<file path="src/dsdc_pkg.sv">
package dsdc_pkg;
    // ******
    // Register indices; byte address is four times index.
    // ******
    localparam logic [9:0] IDX_FREQ_SRC = 10'h014;
    localparam logic [9:0] IDX_RUN_SRC = 10'h015;
    localparam logic [9:0] IDX_STOP = 10'h016;
    localparam logic [9:0] IDX_DIR = 10'h017;
    localparam logic [9:0] IDX_KP_LATCH = 10'h018;
    localparam logic [9:0] IDX_FORMAT = 10'h019;
    localparam logic [9:0] IDX_USER_MAX = 10'h01a;
    localparam logic [9:0] IDX_USER_VAL = 10'h01b;
    localparam logic [9:0] IDX_POLICY = 10'h01d;
    localparam logic [9:0] IDX_STATUS = 10'h020;
    // Reset values.
    localparam logic [15:0] RST_FREQ_SRC = 16'h0000;
    localparam logic [15:0] RST_RUN_SRC = 16'h0000;
    localparam logic [15:0] RST_STOP = 16'h0000;
    localparam logic [15:0] RST_DIR = 16'h0000;
    localparam logic [15:0] RST_FORMAT = 16'h0000;
    localparam logic [15:0] RST_USER_MAX = 16'h0000;
    localparam logic [15:0] RST_POLICY = 16'h0004;
    // Field codes.
    localparam logic [15:0] SRC_KEYPAD = 16'h0000;
    localparam logic [15:0] SRC_SERIAL_FREQ = 16'h0001;
    localparam logic [15:0] RUN_SRC_MAX = 16'h0002;
    localparam logic [15:0] STOP_RAMP = 16'h0000;
    localparam logic [15:0] STOP_COAST = 16'h0001;
    localparam logic [15:0] STOP_POSN = 16'h0002;
    localparam logic [15:0] DIR_NO_REV = 16'h0001;
    localparam logic [15:0] DIR_NO_FWD = 16'h0002;
    localparam logic [15:0] POLICY_HOA = 16'h0000;
    localparam logic [15:0] POLICY_MAX = 16'h0004;
    localparam int FMT_DEC_LSB = 0;
    localparam int FMT_DEC_MSB = 3;
    localparam int FMT_UNIT_LSB = 4;
    localparam int FMT_UNIT_MSB = 15;
    localparam logic [3:0] FMT_DEC_MAX = 4'h3;
    // Deceleration tick timing.
    localparam int CLK_MHZ = 100;
    localparam int DECEL_TICK_US = 1000;
    localparam int DECEL_TICK_CYCLES = CLK_MHZ * DECEL_TICK_US;
    // Stop sequencer states.
    typedef enum logic [3:0] {
        DSDC_IDLE = 4'b0001,
        DSDC_RUN = 4'b0010,
        DSDC_RAMP = 4'b0100,
        DSDC_POSN = 4'b1000
    } dsdc_stop_state_t;
endpackage

</file>
<file path="src/dsdc_drive_if.sv">
`timescale 1ns/1ps
// Links the command logic with the stop sequencer.
interface dsdc_drive_if;
    logic run;
    logic [15:0] freq_cmd;
    logic [15:0] min_freq;
    logic [15:0] decel_step;
    logic [15:0] method;
    logic tick;
    logic pos_done;
    logic [15:0] out_freq;
    logic out_en;
    logic pos_start;
    logic running;
    modport ctl (output run, freq_cmd, min_freq, decel_step, method, tick, pos_done,
        input out_freq, out_en, pos_start, running);
    modport seq (input run, freq_cmd, min_freq, decel_step, method, tick, pos_done,
        output out_freq, out_en, pos_start, running);
endinterface

</file>
<file path="src/dsdc_tick_div.sv">
`timescale 1ns/1ps
// Divides pclk into a one-cycle deceleration tick.
module dsdc_tick_div #(
    parameter int DIV = 100000
) (
    input wire logic pclk,
    input wire logic presetn,
    output logic tick
);
    initial begin
        if (DIV < 1) begin
            $error("DIV must be at least one.");
        end
    end
    logic [31:0] cnt;
    // Counts up and pulses on wrap.
    always_ff @(posedge pclk or negedge presetn) begin
        if (!presetn) begin
            cnt <= 32'h0;
            tick <= 1'b0;
        end else if (cnt == 32'(DIV - 1)) begin
            cnt <= 32'h0;
            tick <= 1'b1;
        end else begin
            cnt <= cnt + 32'h1;
            tick <= 1'b0;
        end
    end
endmodule

</file>
<file path="src/dsdc_stop_seq.sv">
`timescale 1ns/1ps
// Runs the output and carries out the selected stop method.
module dsdc_stop_seq (
    input wire logic pclk,
    input wire logic presetn,
    dsdc_drive_if.seq d
);
    dsdc_pkg::dsdc_stop_state_t state;
    assign d.running = (state != dsdc_pkg::DSDC_IDLE);
    // Sequencer for run, ramp, coast and positioning stop.
    always_ff @(posedge pclk or negedge presetn) begin
        if (!presetn) begin
            state <= dsdc_pkg::DSDC_IDLE;
            d.out_freq <= 16'h0;
            d.out_en <= 1'b0;
            d.pos_start <= 1'b0;
        end else begin
            d.pos_start <= 1'b0;
            unique case (state)
                dsdc_pkg::DSDC_IDLE, dsdc_pkg::DSDC_RUN: begin
                    if (d.run) begin
                        state <= dsdc_pkg::DSDC_RUN;
                        d.out_freq <= d.freq_cmd;
                        d.out_en <= 1'b1;
                    end else if (state == dsdc_pkg::DSDC_RUN) begin
                        if (d.method == dsdc_pkg::STOP_COAST) begin
                            state <= dsdc_pkg::DSDC_IDLE;
                            d.out_en <= 1'b0;
                            d.out_freq <= 16'h0;
                        end else if (d.method == dsdc_pkg::STOP_POSN) begin
                            state <= dsdc_pkg::DSDC_POSN;
                            d.pos_start <= 1'b1;
                        end else begin
                            state <= dsdc_pkg::DSDC_RAMP;
                        end
                    end
                end
                dsdc_pkg::DSDC_RAMP: begin
                    if (d.run) begin
                        state <= dsdc_pkg::DSDC_RUN;
                        d.out_freq <= d.freq_cmd;
                    end else if (d.tick) begin
                        if ({1'b0, d.out_freq} <= {1'b0, d.min_freq} + {1'b0, d.decel_step}) begin
                            state <= dsdc_pkg::DSDC_IDLE;
                            d.out_en <= 1'b0;
                            d.out_freq <= 16'h0;
                        end else begin
                            d.out_freq <= d.out_freq - d.decel_step;
                        end
                    end
                end
                dsdc_pkg::DSDC_POSN: begin
                    if (d.pos_done) begin
                        state <= dsdc_pkg::DSDC_IDLE;
                        d.out_en <= 1'b0;
                        d.out_freq <= 16'h0;
                    end
                end
                default: begin
                    state <= dsdc_pkg::DSDC_IDLE;
                    d.out_en <= 1'b0;
                    d.out_freq <= 16'h0;
                end
            endcase
        end
    end
endmodule

</file>
<file path="src/dsdc_top.sv">
`timescale 1ns/1ps
// Stop, direction and display configuration block with APB access.
module dsdc_top #(
    parameter int DECEL_TICK_CYCLES = dsdc_pkg::DECEL_TICK_CYCLES
) (
    input wire logic pclk,
    input wire logic presetn,
    input wire logic psel,
    input wire logic penable,
    input wire logic pwrite,
    input wire logic [11:0] paddr,
    input wire logic [31:0] pwdata,
    output logic [31:0] prdata,
    output logic pready,
    output logic pslverr,
    input wire logic remote_mode,
    input wire logic [2:0] run_req,
    input wire logic [2:0] rev_req,
    input wire logic [2:0] jog_req,
    input wire logic multi_function_input_41,
    input wire logic multi_function_input_42,
    input wire logic keypad_mode_switch_req,
    input wire logic [15:0] freq_cmd,
    input wire logic [15:0] max_operating_freq,
    input wire logic [15:0] min_output_freq,
    input wire logic [15:0] decel_step,
    input wire logic undervoltage_event,
    input wire logic fault_event,
    input wire logic positioning_done,
    output logic [15:0] output_freq,
    output logic output_enable,
    output logic output_reverse,
    output logic positioning_start,
    output logic jog_valid,
    output logic mode_switch_grant,
    output logic [15:0] user_scaled_value,
    output logic user_value_valid
);
    initial begin
        if (DECEL_TICK_CYCLES < 1) begin
            $error("DECEL_TICK_CYCLES must be at least one.");
        end
    end

    // ******
    // Parameter registers
    // ******
    logic [15:0] auto_freq_source;
    logic [15:0] auto_run_cmd_source;
    logic [15:0] stop_method_select;
    logic [15:0] direction_inhibit;
    logic [15:0] keypad_freq_latch;
    logic [15:0] display_unit_format;
    logic [15:0] user_scale_maximum;
    logic [15:0] local_remote_policy;
    logic [15:0] wdat;
    logic [9:0] idx;
    logic wr_en;
    logic addr_hit;
    logic addr_ro;

    assign wdat = pwdata[15:0];
    assign idx = paddr[11:2];
    assign wr_en = psel && penable && pwrite;

    // Decodes which word the bus points at.
    always_comb begin
        addr_hit = 1'b1;
        addr_ro = 1'b0;
        unique case (idx)
            dsdc_pkg::IDX_FREQ_SRC, dsdc_pkg::IDX_RUN_SRC, dsdc_pkg::IDX_STOP,
            dsdc_pkg::IDX_DIR, dsdc_pkg::IDX_FORMAT, dsdc_pkg::IDX_USER_MAX,
            dsdc_pkg::IDX_POLICY: begin
                addr_ro = 1'b0;
            end
            dsdc_pkg::IDX_KP_LATCH, dsdc_pkg::IDX_USER_VAL, dsdc_pkg::IDX_STATUS: begin
                addr_ro = 1'b1;
            end
            default: begin
                addr_hit = 1'b0;
            end
        endcase
        if (paddr[1:0] != 2'b00) begin
            addr_hit = 1'b0;
        end
    end

    // Zero wait state slave; errors on any unmapped access or a read-only write.
    assign pready = 1'b1;
    assign pslverr = psel && penable && (!addr_hit || (pwrite && addr_ro));

    // Frequency source accepts only its defined codes.
    always_ff @(posedge pclk or negedge presetn) begin
        if (!presetn) begin
            auto_freq_source <= dsdc_pkg::RST_FREQ_SRC;
        end else if (wr_en && addr_hit && idx == dsdc_pkg::IDX_FREQ_SRC &&
            (wdat <= 16'h0004 || wdat == 16'h0007 || wdat == 16'h0009)) begin
            auto_freq_source <= wdat;
        end
    end

    // Enumerated fields each keep their value on an illegal code.
    always_ff @(posedge pclk or negedge presetn) begin
        if (!presetn) begin
            auto_run_cmd_source <= dsdc_pkg::RST_RUN_SRC;
            stop_method_select <= dsdc_pkg::RST_STOP;
            direction_inhibit <= dsdc_pkg::RST_DIR;
            local_remote_policy <= dsdc_pkg::RST_POLICY;
        end else if (wr_en && addr_hit) begin
            if (idx == dsdc_pkg::IDX_RUN_SRC && wdat <= dsdc_pkg::RUN_SRC_MAX) begin
                auto_run_cmd_source <= wdat;
            end
            if (idx == dsdc_pkg::IDX_STOP && wdat <= dsdc_pkg::STOP_POSN) begin
                stop_method_select <= wdat;
            end
            if (idx == dsdc_pkg::IDX_DIR && wdat <= dsdc_pkg::DIR_NO_FWD) begin
                direction_inhibit <= wdat;
            end
            if (idx == dsdc_pkg::IDX_POLICY && wdat <= dsdc_pkg::POLICY_MAX) begin
                local_remote_policy <= wdat;
            end
        end
    end

    // Display format; decimal places beyond three are refused.
    always_ff @(posedge pclk or negedge presetn) begin
        if (!presetn) begin
            display_unit_format <= dsdc_pkg::RST_FORMAT;
        end else if (wr_en && addr_hit && idx == dsdc_pkg::IDX_FORMAT &&
            wdat[dsdc_pkg::FMT_DEC_MSB:dsdc_pkg::FMT_DEC_LSB] <= dsdc_pkg::FMT_DEC_MAX) begin
            display_unit_format <= wdat;
        end
    end

    // User maximum takes any 16-bit value.
    always_ff @(posedge pclk or negedge presetn) begin
        if (!presetn) begin
            user_scale_maximum <= dsdc_pkg::RST_USER_MAX;
        end else if (wr_en && addr_hit && idx == dsdc_pkg::IDX_USER_MAX) begin
            user_scale_maximum <= wdat;
        end
    end

    // ******
    // Keypad frequency memory
    // ******
    always_ff @(posedge pclk or negedge presetn) begin
        if (!presetn) begin
            keypad_freq_latch <= 16'h0;
        end else if ((undervoltage_event || fault_event) &&
            auto_freq_source == dsdc_pkg::SRC_KEYPAD) begin
            keypad_freq_latch <= freq_cmd;
        end
    end

    // ******
    // Command selection
    // ******
    logic [1:0] src;
    logic sel_run;
    logic sel_rev;
    logic sel_jog;
    logic cmd_blocked;
    logic dir_ok;
    logic run_go;
    logic rev_hold;

    assign src = remote_mode ? auto_run_cmd_source[1:0] : 2'd0;
    assign sel_run = run_req[src];
    assign sel_rev = rev_req[src];
    assign sel_jog = jog_req[src];
    assign cmd_blocked = (local_remote_policy == dsdc_pkg::POLICY_HOA) &&
        !multi_function_input_41 && !multi_function_input_42;
    assign dir_ok = sel_rev ? (direction_inhibit != dsdc_pkg::DIR_NO_REV) :
        (direction_inhibit != dsdc_pkg::DIR_NO_FWD);
    assign run_go = (sel_run || sel_jog) && !cmd_blocked && dir_ok;
    assign jog_valid = sel_jog && !cmd_blocked && dir_ok;
    assign mode_switch_grant = keypad_mode_switch_req &&
        (auto_run_cmd_source != dsdc_pkg::SRC_KEYPAD);

    // Direction follows the selected reverse request while run_go is high and holds otherwise.
    always_ff @(posedge pclk or negedge presetn) begin
        if (!presetn) begin
            rev_hold <= 1'b0;
        end else if (run_go) begin
            rev_hold <= sel_rev;
        end
    end
    assign output_reverse = rev_hold;

    // ******
    // Stop sequencer and tick
    // ******
    dsdc_drive_if drv ();
    logic tick;

    dsdc_tick_div #(
        .DIV(DECEL_TICK_CYCLES)
    ) u_div (
        .pclk(pclk),
        .presetn(presetn),
        .tick(tick)
    );

    assign drv.run = run_go;
    assign drv.freq_cmd = freq_cmd;
    assign drv.min_freq = min_output_freq;
    assign drv.decel_step = decel_step;
    assign drv.method = stop_method_select;
    assign drv.tick = tick;
    assign drv.pos_done = positioning_done;

    dsdc_stop_seq u_seq (
        .pclk(pclk),
        .presetn(presetn),
        .d(drv.seq)
    );

    assign output_freq = drv.out_freq;
    assign output_enable = drv.out_en;
    assign positioning_start = drv.pos_start;

    // ******
    // User-scaled display value
    // ******
    logic [31:0] scaled_prod;
    logic [31:0] scaled_quot;

    assign scaled_prod = {16'h0, output_freq} * {16'h0, user_scale_maximum};
    assign scaled_quot = (max_operating_freq == 16'h0) ? 32'h0 :
        scaled_prod / {16'h0, max_operating_freq};

    // Scaled value refreshed every cycle.
    always_ff @(posedge pclk or negedge presetn) begin
        if (!presetn) begin
            user_scaled_value <= 16'h0;
            user_value_valid <= 1'b0;
        end else begin
            user_scaled_value <= scaled_quot[15:0];
            user_value_valid <= (user_scale_maximum != 16'h0) &&
                (auto_freq_source == dsdc_pkg::SRC_KEYPAD ||
                auto_freq_source == dsdc_pkg::SRC_SERIAL_FREQ);
        end
    end

    // ******
    // Read mux
    // ******
    always_comb begin
        prdata = 32'h0;
        if (psel && !pwrite && addr_hit) begin
            unique case (idx)
                dsdc_pkg::IDX_FREQ_SRC: prdata = {16'h0, auto_freq_source};
                dsdc_pkg::IDX_RUN_SRC: prdata = {16'h0, auto_run_cmd_source};
                dsdc_pkg::IDX_STOP: prdata = {16'h0, stop_method_select};
                dsdc_pkg::IDX_DIR: prdata = {16'h0, direction_inhibit};
                dsdc_pkg::IDX_KP_LATCH: prdata = {16'h0, keypad_freq_latch};
                dsdc_pkg::IDX_FORMAT: prdata = {16'h0, display_unit_format};
                dsdc_pkg::IDX_USER_MAX: prdata = {16'h0, user_scale_maximum};
                dsdc_pkg::IDX_USER_VAL: begin
                    prdata = user_value_valid ? {16'h0, user_scaled_value} : 32'h0;
                end
                dsdc_pkg::IDX_POLICY: prdata = {16'h0, local_remote_policy};
                dsdc_pkg::IDX_STATUS: begin
                    prdata = {27'h0, drv.running, cmd_blocked, rev_hold,
                        positioning_start, output_enable};
                end
                default: prdata = 32'h0;
            endcase
        end
    end
endmodule

</file>
<file path="config.mk">
export PLATFORM = sky130hd
export DESIGN_NAME = dsdc_top
export DESIGN_NICKNAME = d
export VERILOG_FILES = /design/src/dsdc_pkg.sv /design/src/dsdc_drive_if.sv /design/src/dsdc_tick_div.sv /design/src/dsdc_stop_seq.sv /design/src/dsdc_top.sv
export SDC_FILE = /design/constraint.sdc
export NUM_CORES = 2
export LEC_CHECK = 0
export ABC_AREA = 0
export BUFFER_PORTS_ARGS = -buffer_cell sky130_fd_sc_hd__buf_4
export CELL_PAD_IN_SITES_DETAIL_PLACEMENT = 1
export CELL_PAD_IN_SITES_GLOBAL_PLACEMENT = 1
export CORE_MARGIN = 2
export CORE_UTILIZATION = 45
export DETAILED_ROUTE_END_ITERATION = 6
export GPL_TIMING_DRIVEN = 0
export PLACE_DENSITY = 0.88
export SLEW_MARGIN = 30
export SYNTH_ARGS = -nofsm -noshare
export SYNTH_HDL_FRONTEND = slang
export SYNTH_SLANG_ARGS = --single-unit
</file>
<file path="constraint.sdc">
create_clock -name pclk -period 137.7 [get_ports pclk]
set_clock_uncertainty 0.2 [all_clocks]
set_input_delay 20.655 -clock pclk [delete_from_list [all_inputs] [get_ports pclk]]
set_output_delay 20.655 -clock pclk [all_outputs]
set_load 0.01 [all_outputs]
</file>
**Word level (Yosys, flattened, before mapping)**

Index checks and enable logic that the tools add are counted.

- Word-level logic and storage cells: 157
- Register bits after elaboration: 201
- Output and inout port bits: 72

- Eq/ne operators: 31
- $add $sub $neg: 3
- $lt $le $gt $ge: 5
- Muxes and demuxes: 47
- Reductions and logical operators: 52
- $mul: 1
- Div/mod/pow operators: 1

Operator list:

| operator | number |
|---|---|
| 16-bit 2-to-1 mux | 10 |
| 16-bit case mux with 10 select lines | 1 |
| 10-bit by 5-bit equality test with 1-bit output, second input constant | 9 |
| 16-bit zero test | 3 |
| 16-bit case mux with 3 select lines | 1 |
| 32-bit by 1-bit adder with 32-bit output, second input constant | 1 |
| 32-bit by 16-bit divider with 32-bit output | 1 |
| 16-bit by 1-bit equality test with 1-bit output, second input constant | 2 |
| 32-bit by 17-bit equality test with 1-bit output, second input constant | 1 |
| 16-bit by 16-bit multiplier with 32-bit output | 1 |
| 32-bit 2-to-1 mux | 1 |
| 4-bit 2-to-1 mux | 8 |
| 16-bit nonzero test | 2 |
| 1-bit logical AND | 25 |
| 1-bit 2-to-1 mux | 20 |
| 16-bit by 16-bit adder with 17-bit output | 1 |
| 16-bit by 17-bit <= comparator with 1-bit output | 1 |
| 16-bit by 2-bit equality test with 1-bit output, second input constant | 1 |
| 16-bit by 3-bit equality test with 1-bit output, second input constant | 1 |
| 16-bit by 4-bit equality test with 1-bit output, second input constant | 1 |
| 16-bit by 2-bit <= comparator with 1-bit output, second input constant | 1 |
| 16-bit by 3-bit <= comparator with 1-bit output, second input constant | 1 |
| 16-bit by 1-bit inequality test with 1-bit output, second input constant | 1 |
| 16-bit by 2-bit inequality test with 1-bit output, second input constant | 1 |
| 26 further kinds | 45 |

**Logic depth before layout (Yosys ltp)**

- Word-level depth: 8
- Mapped depth: 518
- Mapped depth without buffers: 479

**Modules after synthesis**

A second synthesis with hierarchy kept.

- Cell total of the unflattened synthesis: 5268
- Area total of the unflattened synthesis: 42231.8 µm²

Modules (own cells, without submodules):

| module | sequential area each (µm²) | area an instance (µm²) | instances | cells an instance |
|---|---|---|---|---|
| dsdc_top | 3654.8 | 37773.7 | 1 | 4773 |
| dsdc_stop_seq | 551.8 | 2865.2 | 1 | 351 |
| dsdc_tick_div | 825.8 | 1592.8 | 1 | 144 |

**Least setup slack after synthesis**

OpenSTA, ideal clock, no wires.

- Kind: input port to flip-flop
- Start: input max_operating_freq[14]
- End: register user_scaled_value[0]
- Buffers on the path: 48
- Cell stages on the path: 475
- Data arrival time: 112.966 ns
- Data required time: 137.366 ns
- Setup slack: 24.400 ns
- Cell sequence: nor4_4 > and3_1 > buf_2 > nand2_1 > nor3_1 > a32oi_1 > ha_1 > o21ai_1 > a21oi_1 > nand2_1 > nand2_1 > o21ai_0 > ha_1 > a21oi_1 > nand2_1 > o2111ai_1 > or4bb_1 > o22a_1 > [439 not listed] > a21oi_1 > nor2b_1 > o21ai_0 > nand2b_1 > a21oi_1 > nor2b_1 > o21ai_0 > nand2b_1 > a21oi_1 > nor2b_1 > o21ai_0 > nand2b_1 > a21oi_1 > nor2b_1 > nor4_1 > o21ai_0 > nor3_1 > a31oi_1

- Cells in the longest elaborated chain, start to end: 2
- Elaborated cells between the ends (all ways): 3
- Classes of those cells: 1 x div; 1 x mux; 1 x reduce/logical

Ends and longest elaborated chain:

| element | RTL line | RTL |
|---|---|---|
| start, declared | dsdc_top.sv:24 | `input wire logic [15:0] max_operating_freq,` |
| 32-bit by 16-bit divider with 32-bit output or 16-bit zero test (tied branches) | dsdc_top.sv:231, dsdc_top.sv:230 |  |
| 16-bit 2-to-1 mux (*) | dsdc_top.sv:230 | `assign scaled_quot = (max_operating_freq == 16'h0) ? 32'h0 :` |
| named net scaled_quot[0] | dsdc_top.sv:227 | `logic [31:0] scaled_quot;` |
| end signal, assigned | dsdc_top.sv:239 | `user_scaled_value <= scaled_quot[15:0];` |
| end, declared | dsdc_top.sv:36 | `output logic [15:0] user_scaled_value,` |

The timed path passes the listed nets; every way through them passes the cells marked *.
A chain may end at the register's enable or synchronous reset.

**Final worst setup path**

- Start: input max_operating_freq[15]
- End: register user_scaled_value[0]

Same word-level chain as after synthesis.

==> flow_summary.toml <==
[setup_path]
cp_top_family = "compound AO/OA/AOI/OAI gates"
cp.buffers_inverters = 56
start_kind = "input pin"
worstSetupPathType = "input pin to flip-flop"
slowest_stage = "a211oi_2"
critPathCaptureType = "flip-flop"
cp.required_ps = 137830
critPathMaxStageDelay_ps = 620
cpMostUsedCell = "o21a_1"
arrival_ps = 129590
cp_max_fo = 13

[sta]
tightest_slew_ps = 994
final.min_clock_period_ps = 129460
hold_viol_final = 0
final_max_slew_viol_count = 0
tns_ps = 0
post-route-period-util = 0.940
max_slew_margin = 0.337
max_freq_ghz = 0.00772
setup_viol = 0

[die]
die_area_um2 = 93600
ioPinCount = 201
die_w_um = 306
rows = 110
dieHeight_um = 306
core-area_um2 = 90100
start_util = 0.455

[place]
port_buffers = 166
dpl.hpwl_um = 116000
place.gp.congestion = 0.932
post_dp_cell_area_um2 = 43900

[global_route]
grt_pass1_wl_um = 235000
antenna_found_initial = 3
grt_pass1_vias = 44453
met2_usage = 0.534
grtUsageTotal = 0.302
grt_max_degree = 76
grt_use_met1 = 0.366
grt_use_met3 = 0.0391
grt-busiest-layer = "met2"
grt-ovfl-total = 0

[hold_path]
min_path_type = "flip-flop to flip-flop"

[layout]
finalInstanceArea_um2 = 45000
nFillCells = 11130
fin_util = 0.499
drive_gt1_frac = 0.113
nets = 6222
syn2layout_area_growth_pct = 9.56

[yosys]
synthTopCellsByCount = "545 x ha_1, 472 x nand2_1, 379 x nor2_1"
synth_most_common_cell = "ha_1"
ys_ff_latch = 201
syn-mean-instance-area_um2 = 7.99
yosys-top-cells-area = "ha_1 17%, dfrtp_1 12%, fa_1 9.6%"
synth_edf_count = 0
synth.distinct_cells = 125
ys_seq_area_frac = 0.123
yosys.area.top_type_share = 0.166
synth_top_area_cell = "ha_1"
ys_async_sr_fraction = 1.00
synth-main-ff-cell = "dfrtp_1"
syn_area_um2 = 41000
synthCells = 5134
synth_warnings = 0

[cts]
cts_inserted_buffers = 24
holdBufCountCts = 0
cts_tree = "yes"
clock_path_buffers = 3
h-tree-depth = 1
root_buffer = "clkbuf_16"
cts.clk_slew.worst_paths_ps = 50
cts_sinks = 201
insertion_delay_ps = 550

[route]
dr.first_iter.drc_count = 2983
routedWlPerCell_um = 22.1
vias = 41337
ant_nets = 0
vias_per_cell = 6.31
wl_um = 145000
drcViolationCount = 0
firstDrtPassIters = 7

[job]
maxCapViolCount = 0

[outcome]
status = "completed"
## worst paths after layout
path	from	to	slack, ps	depth (start not counted)
setup reg to reg	u_seq.d.out_freq[5]$_DFFE_PN0P_	user_scaled_value[0]$_DFF_PN0_	22000	495
setup / recovery	max_operating_freq[15]	user_scaled_value[0]$_DFF_PN0_	8240	482
hold reg to reg	u_div.cnt[0]$_DFF_PN0_	u_div.cnt[0]$_DFF_PN0_	280	1
hold / removal	u_div.cnt[0]$_DFF_PN0_	u_div.cnt[0]$_DFF_PN0_	280	1
max in group asynchronous	presetn	u_div.cnt[17]$_DFF_PN0_	116690	2
min in group asynchronous	presetn	display_unit_format[2]$_DFFE_PN0P_	19840	1
## cell type report
| type | count | area (um2) | area share |
|---|---|---|---|
| Antenna cell | 1 | 2.50 | 0.0000557 |
| Buffer | 180 | 808 | 0.0180 |
| Sequential cell | 201 | 5030 | 0.112 |
| Clock inverter | 13 | 146 | 0.00326 |
| Tap cell | 1176 | 1470 | 0.0327 |
| Timing Repair Buffer | 179 | 1390 | 0.0309 |
| Multi-Input combinational cell | 4432 | 34200 | 0.761 |
| Inverter | 334 | 1260 | 0.0280 |
| Clock buffer | 31 | 647 | 0.0144 |
## per-layer routing
| layer | part of all wire | vias up |
|---|---|---|
| li1 | - | 19006 |
| met1 | 0.41 | 20536 |
| met2 | 0.48 | 1324 |
| met3 | 0.054 | 471 |
| met4 | 0.048 | 0 |
| met5 | 0 | - |
## cell families after synthesis
| family | after synthesis | synth area share |
|---|---|---|
| and+or+nand+nor | 1855 | 0.228 |
| xor gates and xnor gates | 267 | 0.0570 |
| muxes | 179 | 0.0488 |
| buffers and inverters | 516 | 0.0498 |
| other | 2 | 0.000183 |
| AOI/OAI and AO/OA | 1373 | 0.232 |
| adders and majority gates | 741 | 0.262 |
| DFF | 201 | 0.123 |
## metrics by stage
stage | setup slack, ps | hold slack [ps] | std cells
3_3_place_gp | 5190 | 242 | 6491
5_1_grt | -112 | 295 | 6547
3_5_place_dp | 2330 | 265 | 6493
4_1_cts | 2300 | 276 | 6537
2_1_floorplan | 24400 | 225 | 5149
6_report | 8240 | 280 | 6547
## cells in the final DEF (no fill, tap or decap), types with 49 or more instances in the layout
cell	count
ha_1	545
nand2_1	472
nor2_1	375
inv_1	320
a21oi_1	310
and2_1	218
nor3_1	217
o21a_1	209
dfrtp_1	199
buf_4	198
fa_1	196
o21ai_0	186
xnor2_1	172
mux2_2	150
clkbuf_1	115
nand3_1	106
xor2_1	95
o31ai_1	94
a21o_1	87
nor2b_1	76
and3_1	53
nand2b_1	50
or3_1	49
## registers in the layout, summed over array words and instances, names as in the netlist, 4 cells and up
signal / cells
auto_freq_source: 16
auto_run_cmd_source: 16
direction_inhibit: 16
display_unit_format: 16
drv.method: 16
keypad_freq_latch: 16
local_remote_policy: 16
u_div.cnt: 32
u_seq.d.out_freq: 16
u_seq.state: 4
user_scale_maximum: 16
user_scaled_value: 16
## repair_timing
action | CTS | global route
resized for setup | 0 | 69
buffers inserted | 0 | 10
endpoints found under the setup margin | 0 | 2
Power is not shown: default switching activity piles up to over one toggle a cycle in this logic, so the estimate is an artifact.
